$ cat src/csf_defs.svh
// Offsets, field positions, reset values and counts of the socket state and force block
`ifndef CSF_DEFS_SVH
`define CSF_DEFS_SVH

// Register offsets (byte addresses)
`define CSF_OFS_EVENT      8'h00
`define CSF_OFS_PRESENT    8'h08
`define CSF_OFS_FORCE      8'h0C

// Present-state constant fields
`define CSF_PS_SOCK_CAPS   4'h3
`define CSF_PS_RSVD        14'h0000
`define CSF_PS_RST         32'h3000_0000

// Force event bit positions
`define CSF_FE_RETEST      14
`define CSF_FE_YY          13
`define CSF_FE_XX          12
`define CSF_FE_V3          11
`define CSF_FE_V5          10
`define CSF_FE_BAD         9
`define CSF_FE_LOST        8
`define CSF_FE_NAC         7
`define CSF_FE_CB          5
`define CSF_FE_SIXTEEN     4

// Socket event bit positions and reset value
`define CSF_EV_POWER       3
`define CSF_EV_DET_TWO     2
`define CSF_EV_DET_ONE     1
`define CSF_EV_STATUS      0
`define CSF_EV_RST         4'h0

// Cycles after reset before pin edges may raise events
`define CSF_ARM_CYCLES     2'h3

`endif

$ cat src/csf_pkg.sv
// Types shared by the socket state and force block
package csf_pkg;

  // One register bus request
  typedef struct packed {
    logic [7:0]  addr;
    logic [31:0] wdata;
    logic        wr;
    logic        rd;
  } csf_bus_req_t;

  // Raw socket pin levels from the card side
  typedef struct packed {
    logic ready_irq;
    logic detect_two;
    logic detect_one;
    logic status;
  } csf_pins_t;

  // Result of one card interrogation
  typedef struct packed {
    logic yy;
    logic xx;
    logic v3;
    logic v5;
    logic cardbus;
    logic sixteen;
    logic unrecognized;
  } csf_card_result_t;

endpackage

$ cat src/csf_socket_state.sv
// Socket present-state, socket event and force event registers of one card socket
`timescale 1ns/100ps
`include "csf_defs.svh"

module csf_socket_state
  import csf_pkg::*;
(
  input  wire logic                      core_clk,
  input  wire logic                      arst_n,
  input  wire csf_pkg::csf_bus_req_t     bus_req,
  output logic [31:0]                    rd_data_q,
  input  wire csf_pkg::csf_pins_t        card_pins,
  input  wire logic                      interrog_busy,
  input  wire logic                      interrog_done,
  input  wire csf_pkg::csf_card_result_t card_result,
  input  wire logic                      socket_powered,
  input  wire logic                      invalid_supply_request,
  input  wire logic                      removal_loss,
  output logic                           retest_req_q,
  output logic                           power_ctrl_en_q
);
  import csf_pkg::*;

  // Address match, used by every register decode
  function automatic logic addr_hit(input logic [7:0] addr, input logic [7:0] ofs);
    addr_hit = (addr == ofs);
  endfunction

  // Two-stage synchronisers for the four card pins
  logic [3:0] pin_raw;
  logic [3:0] sync1_q;
  logic [3:0] sync2_q;
  assign pin_raw = card_pins;

  genvar gi;
  generate
    for (gi = 0; gi < 4; gi++) begin : g_sync
      // Only the second stage is read by logic
      always_ff @(posedge core_clk or negedge arst_n) begin
        if (!arst_n) begin
          sync1_q[gi] <= 1'b0;
          sync2_q[gi] <= 1'b0;
        end else begin
          sync1_q[gi] <= pin_raw[gi];
          sync2_q[gi] <= sync1_q[gi];
        end
      end
    end
  endgenerate

  // Synchronised levels, named by use
  wire lvl_ready  = sync2_q[3];
  wire lvl_det2   = sync2_q[2];
  wire lvl_det1   = sync2_q[1];
  wire lvl_status = sync2_q[0];

  // Bus decode
  wire wr_event   = bus_req.wr && addr_hit(bus_req.addr, `CSF_OFS_EVENT);
  wire wr_force   = bus_req.wr && addr_hit(bus_req.addr, `CSF_OFS_FORCE);
  wire rd_event   = addr_hit(bus_req.addr, `CSF_OFS_EVENT);
  wire rd_present = addr_hit(bus_req.addr, `CSF_OFS_PRESENT);
  wire [31:0] wd  = bus_req.wdata;

  // State registers
  logic [1:0] arm_cnt_q;
  logic       armed;
  logic [1:0] det_q;
  logic       stat_prev_q;
  logic       pwr_q;
  logic [3:0] ev_q;
  logic [3:0] ev_d;
  logic [3:0] ev_set;
  logic [3:0] ev_clr;
  logic [5:0] card_q;
  logic [5:0] card_d;
  logic       bad_q;
  logic       lost_q;
  logic       nac_q;
  logic       bad_d;
  logic       lost_d;
  logic       nac_d;
  logic [31:0] ps_word;
  logic [31:0] rd_mux;

  // Pin history at reset is unknown, so edges wait until synchronisers settle
  assign armed = (arm_cnt_q == `CSF_ARM_CYCLES);
  always_ff @(posedge core_clk or negedge arst_n) begin
    if (!arst_n) begin
      arm_cnt_q <= 2'h0;
    end else if (!armed) begin
      arm_cnt_q <= arm_cnt_q + 2'h1;
    end
  end

  // Detect levels freeze while the interrogation drives the pins
  wire [1:0] det_live  = {lvl_det2, lvl_det1};
  wire       det_track = !interrog_busy;
  wire [1:0] det_chg   = (det_track && armed) ? (det_live ^ det_q) : 2'b00;
  always_ff @(posedge core_clk or negedge arst_n) begin
    if (!arst_n) begin
      det_q <= 2'b11;
    end else if (det_track) begin
      det_q <= det_live;
    end
  end

  // Status edges: rising only for CardBus, both for anything else
  wire stat_rise = lvl_status && !stat_prev_q;
  wire stat_any  = lvl_status ^ stat_prev_q;
  wire stat_evt  = armed && (card_q[1] ? stat_rise : stat_any);
  wire pwr_evt   = armed && (socket_powered != pwr_q);
  always_ff @(posedge core_clk or negedge arst_n) begin
    if (!arst_n) begin
      stat_prev_q <= 1'b0;
      pwr_q       <= 1'b0;
    end else begin
      stat_prev_q <= lvl_status;
      pwr_q       <= socket_powered;
    end
  end

  // Event register: hardware or force sets, write-one clears, set wins
  assign ev_set = {pwr_evt, det_chg[1], det_chg[0], stat_evt}
                | (wr_force ? wd[3:0] : 4'h0);
  assign ev_clr = wr_event ? wd[3:0] : 4'h0;
  assign ev_d   = (ev_q & ~ev_clr) | ev_set;
  always_ff @(posedge core_clk or negedge arst_n) begin
    if (!arst_n) begin
      ev_q <= `CSF_EV_RST;
    end else begin
      ev_q <= ev_d;
    end
  end

  // Card fields: loaded by interrogation, overwritten by force writes
  wire [5:0] card_new = {card_result.yy, card_result.xx, card_result.v3,
                         card_result.v5, card_result.cardbus, card_result.sixteen};
  wire [5:0] card_frc = {wd[`CSF_FE_YY], wd[`CSF_FE_XX], wd[`CSF_FE_V3],
                         wd[`CSF_FE_V5], wd[`CSF_FE_CB], wd[`CSF_FE_SIXTEEN]};
  assign card_d = wr_force ? card_frc : (interrog_done ? card_new : card_q);

  // Unrecognized flag leaves the set state only on a valid card or a force write of zero
  assign nac_d  = wr_force ? wd[`CSF_FE_NAC]
                : (interrog_done ? card_result.unrecognized : nac_q);
  // Hardware flags win over a force write of zero in the same cycle
  assign bad_d  = invalid_supply_request || (wr_force ? wd[`CSF_FE_BAD] : bad_q);
  assign lost_d = removal_loss || (wr_force ? wd[`CSF_FE_LOST] : lost_q);

  always_ff @(posedge core_clk or negedge arst_n) begin
    if (!arst_n) begin
      card_q <= 6'h00;
      bad_q  <= 1'b0;
      lost_q <= 1'b0;
      nac_q  <= 1'b0;
    end else begin
      card_q <= card_d;
      bad_q  <= bad_d;
      lost_q <= lost_d;
      nac_q  <= nac_d;
    end
  end

  // Retest request and socket power control enable
  wire frc_volt = wr_force && (wd[`CSF_FE_YY] || wd[`CSF_FE_XX] ||
                               wd[`CSF_FE_V3] || wd[`CSF_FE_V5]);
  wire frc_test = wr_force && wd[`CSF_FE_RETEST];
  always_ff @(posedge core_clk or negedge arst_n) begin
    if (!arst_n) begin
      retest_req_q    <= 1'b0;
      power_ctrl_en_q <= 1'b1;
    end else begin
      retest_req_q <= frc_test;
      // Retest wins when both arrive in one write
      if (frc_test) begin
        power_ctrl_en_q <= 1'b1;
      end else if (frc_volt) begin
        power_ctrl_en_q <= 1'b0;
      end
    end
  end

  // Present-state word; socket caps are fixed because no force bit reaches them
  assign ps_word = {`CSF_PS_SOCK_CAPS, `CSF_PS_RSVD, card_q[5:2], bad_q, lost_q, nac_q,
                    lvl_ready, card_q[1:0], pwr_q, det_q, lvl_status};

  // Read mux: force register and unmapped addresses read zero
  assign rd_mux = rd_event   ? {28'h0000000, ev_q} :
                  rd_present ? ps_word : 32'h0000_0000;
  always_ff @(posedge core_clk or negedge arst_n) begin
    if (!arst_n) begin
      rd_data_q <= 32'h0000_0000;
    end else begin
      rd_data_q <= bus_req.rd ? rd_mux : 32'h0000_0000;
    end
  end
endmodule

$ cat config.mk
export PLATFORM = sky130hd
export DESIGN_NAME = csf_socket_state
export DESIGN_NICKNAME = d
export VERILOG_FILES = /design/src/csf_pkg.sv /design/src/csf_socket_state.sv
export VERILOG_INCLUDE_DIRS = /design/src
export SDC_FILE = /design/constraint.sdc
export NUM_CORES = 1
export LEC_CHECK = 0
export BUFFER_PORTS_ARGS = -buffer_cell sky130_fd_sc_hd__buf_2
export CAP_MARGIN = 25
export CORE_ASPECT_RATIO = 1.1
export CORE_MARGIN = 5
export CORE_UTILIZATION = 45
export DETAILED_ROUTE_END_ITERATION = 10
export PLACE_DENSITY = 0.84
export SYNTH_ARGS = -nofsm -noshare
export SYNTH_HDL_FRONTEND = slang
export SYNTH_SLANG_ARGS = --single-unit
$ cat constraint.sdc
create_clock -name core_clk -period 1.8 [get_ports core_clk]
set_input_delay 0.18 -clock core_clk [delete_from_list [all_inputs] [get_ports core_clk]]
set_output_delay 0.18 -clock core_clk [all_outputs]
set_load 0.03 [all_outputs]
Yosys cells after proc, flatten, opt, wreduce, memory -nomap -nowiden
Index checks and enable logic that the tools add are counted.

Add/subtract/negate cells: 1. Muxes and demuxes: 15. Reductions and logical operators: 18. Equal/unequal tests: 4. Bitwise operators: 6.

Operators with widths (number): two-way mux 30 bit (2); two-way mux 32 bit (1); == test 8 x 4 -> 1 bit (second input constant) (2); two-way mux 6 bit (2); logical AND 1 bit (8); logical NOT 8 bit (1); two-way mux 4 bit (2); OR 4 bit (2); two-way mux 1 bit (7); logical OR 1 bit (5); AND 4 bit (1); inverter 4 bit (1); nonzero test 2 bit (2); adder 2 x 1 -> 2 bit (second input constant) (1); == test 2 bit (second input constant) (1); logical NOT 1 bit (2); two-way mux 2 bit (1); XOR 2 bit (1); inequality test 1 bit (1); XOR 1 bit (1).

Word-level logic and storage cells: 64. Register bits after elaboration: 61.

Logic depth before layout (Yosys ltp)
Gate-level depths: netlist of run 1.

Depth in word-level cells: 6. Depth in mapped cells: 6. Mapped depth without buffers: 5.

Least setup slack after synthesis of run 1
Ideal clock, no wire load.

Kind: in2reg. Start point: input bus_req[36] (netlist name). End point: register rd_data_q[10]. Setup time: 0.064 ns. Path slack: 0.486 ns. Path buffers: 1. Cell stages on the path: 4. Data arrival time: 1.250 ns. Data required time: 1.736 ns. Cells stage by stage: or4b_4 -> nor3_4 -> buf_6 -> and2_2.

Cells in the longest elaborated chain, start to end: 4. Elaborated cells on any way between the ends: 5. Those cells by class: eq/ne (1); mux (3); reduce/logical (1).

RTL lines: start, declared (line csf_socket_state.sv:10) `input wire csf_pkg::csf_bus_req_t bus_req,`; == test 8 x 4 -> 1 bit (line csf_socket_state.sv:26) `addr_hit = (addr == ofs);`; two-way mux 30 bit (line csf_socket_state.sv:188) `rd_present ? ps_word : 32'h0000_0000;`; two-way mux 30 bit (*) (line csf_socket_state.sv:187) `assign rd_mux = rd_event ? {28'h0000000, ev_q} :`; two-way mux 32 bit (*) (line csf_socket_state.sv:193) `rd_data_q <= bus_req.rd ? rd_mux : 32'h0000_0000;`; end signal, assigned (line csf_socket_state.sv:193); end, declared (line csf_socket_state.sv:11) `output logic [31:0] rd_data_q,`.

Mark *: on every way between the ends. The rest lies on a longest branch, timed or not. A chain may end at the register's enable or synchronous reset.

Final worst setup path of run 1
Start point: register sync2_q[0], in the netlist lvl_status. End point: register ev_q[0].

Cells in the longest elaborated chain, start to end: 5. Elaborated cells on any way between the ends: 6. Those cells by class: mux (1); bitwise (3); reduce/logical (2).

RTL lines: start, declared (line csf_socket_state.sv:32) `logic [3:0] sync2_q;`; start signal, assigned by index (line csf_socket_state.sv:45) `sync2_q[gi] <= sync1_q[gi];`; XOR 1 bit or logical AND 1 bit (tied branches) (line csf_socket_state.sv:109, csf_socket_state.sv:108); two-way mux 1 bit (*) (line csf_socket_state.sv:110) `wire stat_evt = armed && (card_q[1] ? stat_rise : stat_any);`; logical AND 1 bit (*) (line csf_socket_state.sv:110); OR 4 bit (*) (line csf_socket_state.sv:124) `| (wr_force ? wd[3:0] : 4'h0);`; OR 4 bit (*) (line csf_socket_state.sv:126) `assign ev_d = (ev_q & ~ev_clr) | ev_set;`; via ev_d[0] (line csf_socket_state.sv:71) `logic [3:0] ev_d;`; end signal, assigned (line csf_socket_state.sv:129) `` ev_q <= `CSF_EV_RST; ``; end signal, assigned (line csf_socket_state.sv:131) `ev_q <= ev_d;`; end, declared (line csf_socket_state.sv:70) `logic [3:0] ev_q;`.

Mark *: on every way through the listed nets, which the timed path passes. The rest lies on a longest branch.

==> flow_summary.yaml, run 1 <==
worst_hold_path:
  hold_path.class: "input port to flip-flop"
pwr:
  vdd.ir_drop.worst_mv: 0.2895
  leakage_nw: 1.161
  swShare: 0.2407
  intPower_mw: 1.417
  p_comb_frac: 0.109
  net-switching-power_mw: 0.4491
  p_seq_frac: 0.560
  clkPwrFrac: 0.331
  p_total_mw: 1.866
  power_density_nw_per_um2: 797.9
cells_and_area:
  stdcell_count: 270
  fin_nets: 279
  n_antenna_cell: 0
  n_fill_cell: 338
  multi_input_area_sq_um: 673.1
  drive_gt1_frac: 0.4495
  area_growth_pct: 23.20
  register_area_sq_um: 1105
timing:
  slew_headroom: 0.6481
  hold_ws_ns: 0.01954
  tightest_slew_ns: 0.5279
  drv_slew: 0
  hold_violations: 0
  fmax_mhz: 757.5
  min_period_ns: 1.320
  setup_viol: 0
  final.setup.tns_ns: 0
  rsz0062_at_grt: "false"
  clock_skew_ns: 0.005440
  fin_crit_sh: 0.7334
synth:
  ys_seq_elements: 44
  synth-compound-area-share: 0.06922
  synth-seq-area-share: 0.5821
  synth_xor_area_frac: 0.01846
  syn-instance-count: 148
  synth.area.mux_share: 0.06526
  ys_types: 35
  synth.avg_cell_area_sq_um: 12.82
  synth_top_family_by_area: "simple AND/OR/NAND/NOR gates"
  synthSimpleGateAreaFrac: 0.1569
  synth.cell_area_sq_um: 1898
  yosys_warnings: 0
  synth_fa_ha_area_frac: 0.01318
clock_network:
  h-tree-depth: 2
  tritoncts: "built"
  cts_buffers: 5
  ctsHoldBuffers: 4
  clkLatencyLatePin_ns: 0.29
  cts.reportedPaths.clkPinSlew_ns: 0.08
  postCtsResizedCells: 0
  cts_sinks: 44
  ctsRootBufferMaster: "clkbuf_8"
  cts_max_path_buffers: 2
  post-cts-setup-buffer-count: 0
global_route:
  overflow: 0
  grtUsageTotal: 0.1510
  grt_pass1_vias: 1311
  antenna_found_initial: 0
  grt_pass1_wl_microns: 6458
  grt_max_degree: 45
critical_path:
  cp-end-kind: "flip-flop"
  path_class: "flip-flop to flip-flop"
  cp_max_fo: 3
  cp-start-kind: "flip-flop"
  cp.arrival_ns: 1.55
  cp.required_ns: 2.03
detailed_routing:
  firstDrtPassIters: 4
  drt-total-wl_microns: 4038
  vias_per_cell: 4.937
  postRouteAntennaNets: 0
  initialDrtViolationCount: 109
  vias: 1333
  route.detailed.drc: 0
  post_drt_wl_per_cell_microns: 14.96
placement:
  dp.cells: 257
  port_buffers: 59
  place_hpwl_microns: 3054
  gp_congestion: 0.7653
floorplanning:
  dieArea_sq_um: 5618
  core_area_sq_um: 4024
  num_io_pins: 94
  fp-row-count: 24
  initial_core_util: 0.4717
  die_y_microns: 78.12
  die_w_microns: 71.93
run_status:
  status: "completed"
job:
  max_cap_viol_count: 0
metal layers:
metal / global-route usage / up-vias / wire, microns
li1: - / 626 / -
met1: 0.1733 / 646 / 1460
met2: 0.2601 / 55 / 2186
met3: 0.05109 / 6 / 312
met4: 0.05451 / 0 / 78
met5: 0 / - / 0
critical path, cell delays in order, from the launching register on:
cell,delay [ns]
dfrtp_1,0.41
ha_1,0.29
or2_2,0.26
a21boi_0,0.18
a221o_1,0.13
cell usage in the layout (no fill, tap or decap), drive strengths merged:
cell type / n
and3: 1
nor3: 2
a21boi: 1
or2: 1
dlygate4sd3: 5
or4: 2
ha: 2
nor4bb: 1
nand2b: 1
mux2i: 9
conb: 16
nand2: 1
nor4: 1
a22o: 5
nand4: 12
dfrtp: 41
clkbuf: 8
mux2: 3
a221o: 4
nor4b: 1
or4b: 1
xnor2: 3
xor2: 1
dfstp: 3
inv: 2
nor2: 6
and2: 12
o21ai: 7
buf: 66
path summary, 6_finish.rpt:
check | startpoint | end | slack, ns | cells after the start
hold / removal | socket_powered | pwr_q | 0.02 | 1
hold reg to reg | sync1_q[2] | lvl_det2 | 0.35 | 0
setup / recovery | lvl_status | ev_q[0] | 0.48 | 4
min in group asynchronous | arst_n | rd_data_q[8] | 0.52 | 3
max in group asynchronous | arst_n | det_q[0] | 0.90 | 3
setup reg to reg | lvl_status | ev_q[0] | 0.48 | 4
sequential cells by signal (all words and copies together), names as in the netlist:
name and flops:
arm_cnt_q 2, bad_q 1, card_q 6, det_q 2, ev_q 4, lost_q 1, lvl_det1 1, lvl_det2 1
lvl_ready 1, lvl_status 1, nac_q 1, power_ctrl_en_q 1, pwr_q 1, rd_data_q 15, retest_req_q 1, stat_prev_q 1
sync1_q 4
cell usage after synthesis, drive strengths merged:
master	n	area [sq um]
a21boi	1	7.510
a221o	4	40.04
a22o	5	48.80
and2	12	87.58
and3	1	6.260
buf	23	165.1
clkbuf	1	3.750
conb	1	3.750
dfrtp	41	1026
dfstp	3	78.83
ha	2	25.02
inv	2	7.510
mux2	3	33.78
mux2i	9	90.09
nand2	1	3.750
nand2b	1	6.260
nand4	12	75.07
nor2	6	22.52
nor3	2	26.28
nor4	1	12.51
nor4b	1	8.760
nor4bb	1	10.01
o21ai	7	35.03
or2	1	6.260
or4	2	18.77
or4b	1	13.76
xnor2	3	26.28
xor2	1	8.760
final cells by class:
type	count	area share
Timing Repair Buffer	71	0.1701
Clock buffer	8	0.03852
Inverter	2	0.003210
Multi-Input combinational cell	93	0.2879
Tap cell	52	0.02782
Sequential cell	44	0.4724
kinds of logic after synthesis:
family / count (synthesis)
other: 1
XOR/XNOR: 4
buffers and inverters: 26
AO/OA/AOI/OAI: 17
adder cells (fa/ha/maj): 2
multiplexers: 12
flip-flops: 44
AND/OR/NAND/NOR: 42
power groups by stage:
| stage | combinational (mW) | clock, mW | sequential (mW) |
|---|---|---|---|
| floorplan | 0.130 | 0 | 1.06 |
| global route | 0.225 | 0.673 | 1.05 |
| CTS | 0.202 | 0.628 | 1.05 |
| finish | 0.203 | 0.617 | 1.05 |
| global placement | 0.188 | 0 | 1.06 |
| detailed placement | 0.194 | 0 | 1.06 |
stage by stage:
stage / area [sq um] / util / setup WS [ns]
2_1_floorplan: 1954 / - / 0.4864
3_3_place_gp: 2198 / 0.5463 / 0.3062
3_5_place_dp: 2198 / 0.5463 / 0.3007
4_1_cts: 2328 / 0.5787 / 0.4782
5_1_grt: 2338 / 0.5812 / 0.3712
6_report: 2338 / 0.5812 / 0.4799
(Power assumes the default switching activity.)
==> run 2: changes to the inputs <==
Settings changed: CORE_UTILIZATION 45 to 41, PLACE_DENSITY 0.84 to 0.81.
Clock period 1.8 ns to 1.1 ns, I/O delays scaled along.
==> run 2 against run 1 <==
Compared with the run above:
- the run now ends with negative setup slack left
- critical endpoint unchanged
- sequential share of layout area decreased by 3.2 points
- flip-flop and latch count unchanged
- clock-buffer cell count is 3 lower
- via count grew 0.75%
- global-route usage fell by 1.2 points
- combinational power grew 94%
==> flow_summary.yaml, run 2 (synthesis results as in run 1) <==
pwr:
  p_seq_frac: 0.546
  vdd.ir_drop.worst_mv: 0.7007
  clkPwrFrac: 0.328
  p_comb_frac: 0.126
  power_density_nw_per_um2: 1247
  intPower_mw: 2.298
  net-switching-power_mw: 0.8273
  leakage_nw: 1.226
  swShare: 0.2647
cells_and_area:
  top_register: "rd_data_q"
  n_antenna_cell: 0
  area_growth_pct: 32.10
  fin_nets: 288
  top_regs: "rd_data_q: 15 flops, card_q: 6 flops"
  largest_reg_flops: 15
  mostFrequentLayoutCells: "buf_2, dfrtp_1, conb_1"
  drive_gt1_frac: 0.5110
  n_fill_cell: 404
  fin_util: 0.5505
  mostFrequentLayoutCell: "buf_2"
clock_network:
  clkLatencyLatePin_ns: 0.30
  cts_sinks: 44
  cts_max_path_buffers: 2
  cts_buffers: 5
  tritoncts: "built"
  ctsRootBufferMaster: "clkbuf_8"
  h-tree-depth: 2
  cts.reportedPaths.clkPinSlew_ns: 0.08
timing:
  drv_slew: 0
  min_period_ns: 1.180
  hold_violations: 0
  layout_setup_ws_ns: -0.08000
  rsz0062_at_grt: "true"
  final.setup.tns_ns: -0.1056
  fmax_mhz: 847.5
  fin_crit_sh: 1.073
  clock_skew_ns: 0.01006
  setup_viol: 3
detailed_routing:
  initialDrtViolationCount: 108
  postRouteAntennaNets: 0
  firstDrtPassIters: 4
  post_drt_wl_per_cell_microns: 14.22
  vias_per_cell: 4.746
  vias: 1343
  route.detailed.drc: 0
  drt-total-wl_microns: 4024
floorplanning:
  fp-row-count: 26
  die_w_microns: 74.88
  die_y_microns: 81.36
  core_area_sq_um: 4554
  initial_core_util: 0.4168
  num_io_pins: 94
  dieArea_sq_um: 6092
worst_hold_path:
  hold_path.class: "input port to flip-flop"
  min-delay-start: "bus_req[16]"
critical_path:
  cp_max_fo: 2
  cp.required_ns: 1.29
  cp-start-kind: "flip-flop"
  path_class: "flip-flop to flip-flop"
  r2r-start: "lvl_status"
  cp-end-kind: "flip-flop"
  cp-startpoint: "lvl_status"
  cp.arrival_ns: 1.37
global_route:
  grtUsageTotal: 0.1394
  antenna_found_initial: 0
  grt_pass1_wl_microns: 6320
  overflow: 0
  grt_max_degree: 29
  grt_pass1_vias: 1357
placement:
  port_buffers: 59
  gp_congestion: 0.7396
  place_ws_ns: -0.2926
  place_hpwl_microns: 2970
run_status:
  status: "complete, but fails checks"
  violations: "negative setup slack"
job:
  max_cap_viol_count: 0
==> run 2: stage by stage <==
stage	instances	total power [mW]	hold slack, ns	area [sq um]
final	283	3.125	0.03945	2507
after global routing	283	3.287	0.03781	2507
after CTS	283	3.140	0.03616	2496
after detailed placement	267	2.095	0.06359	2298
after global placement	267	2.084	0.05530	2298
after floorplan	163	1.963	-0.1856	1992
==> run 2: repair_timing <==
item                                    4_1_cts  5_1_grt
endpoints found under the setup margin        5        9
resized for setup                             6        3
pin swaps                                     1        2
buffers inserted                              2        0
hold buffers                                  6        0
endpoints found under the hold margin        18        0
==> run 2: worst paths after layout <==
path / to / slack [ns] / cells after the start
setup / recovery: ev_q[0] / -0.08 / 4
hold reg to reg: lvl_ready / 0.35 / 0
min in group asynchronous: arm_cnt_q[0] / 0.27 / 2
max in group asynchronous: ev_q[3] / 0.36 / 3
hold / removal: retest_req_q / 0.04 / 2
setup reg to reg: ev_q[0] / -0.08 / 4
==> run 2: worst max-delay path, stage by stage, from the launching register on <==
cell	delay, ns
dfrtp_1	0.40
ha_1	0.28
or2_4	0.10
a21boi_2	0.04
a221o_1	0.25
==> run 2: final cells by class <==
class,count,area [sq um],share of cell area
sequential,44,1105,0.4406
multi-input combinational,93,733.2,0.2924
timing repair buffer,80,499.2,0.1991
tap,56,70.07,0.02794
clock buffer,5,68.82,0.02745
clock inverter,3,23.77,0.009481
inverter,2,7.507,0.002994
==> run 2: per-layer routing <==
metal  share of wire  vias to the layer above  GRT usage
met4           0.021                        0    0.06762
li1                -                      645          -
met5               0                        -          0
met2            0.54                       44     0.2369
met1            0.38                      647     0.1625
met3           0.065                        7    0.03342
==> run 2: power groups by stage <==
stage	Sequential, mW	Combinational [mW]	Clock (mW)
5_1_grt	1.71	0.432	1.14
6_report	1.71	0.394	1.03
4_1_cts	1.71	0.390	1.04
2_1_floorplan	1.74	0.224	0
3_5_place_dp	1.74	0.356	0
3_3_place_gp	1.74	0.348	0
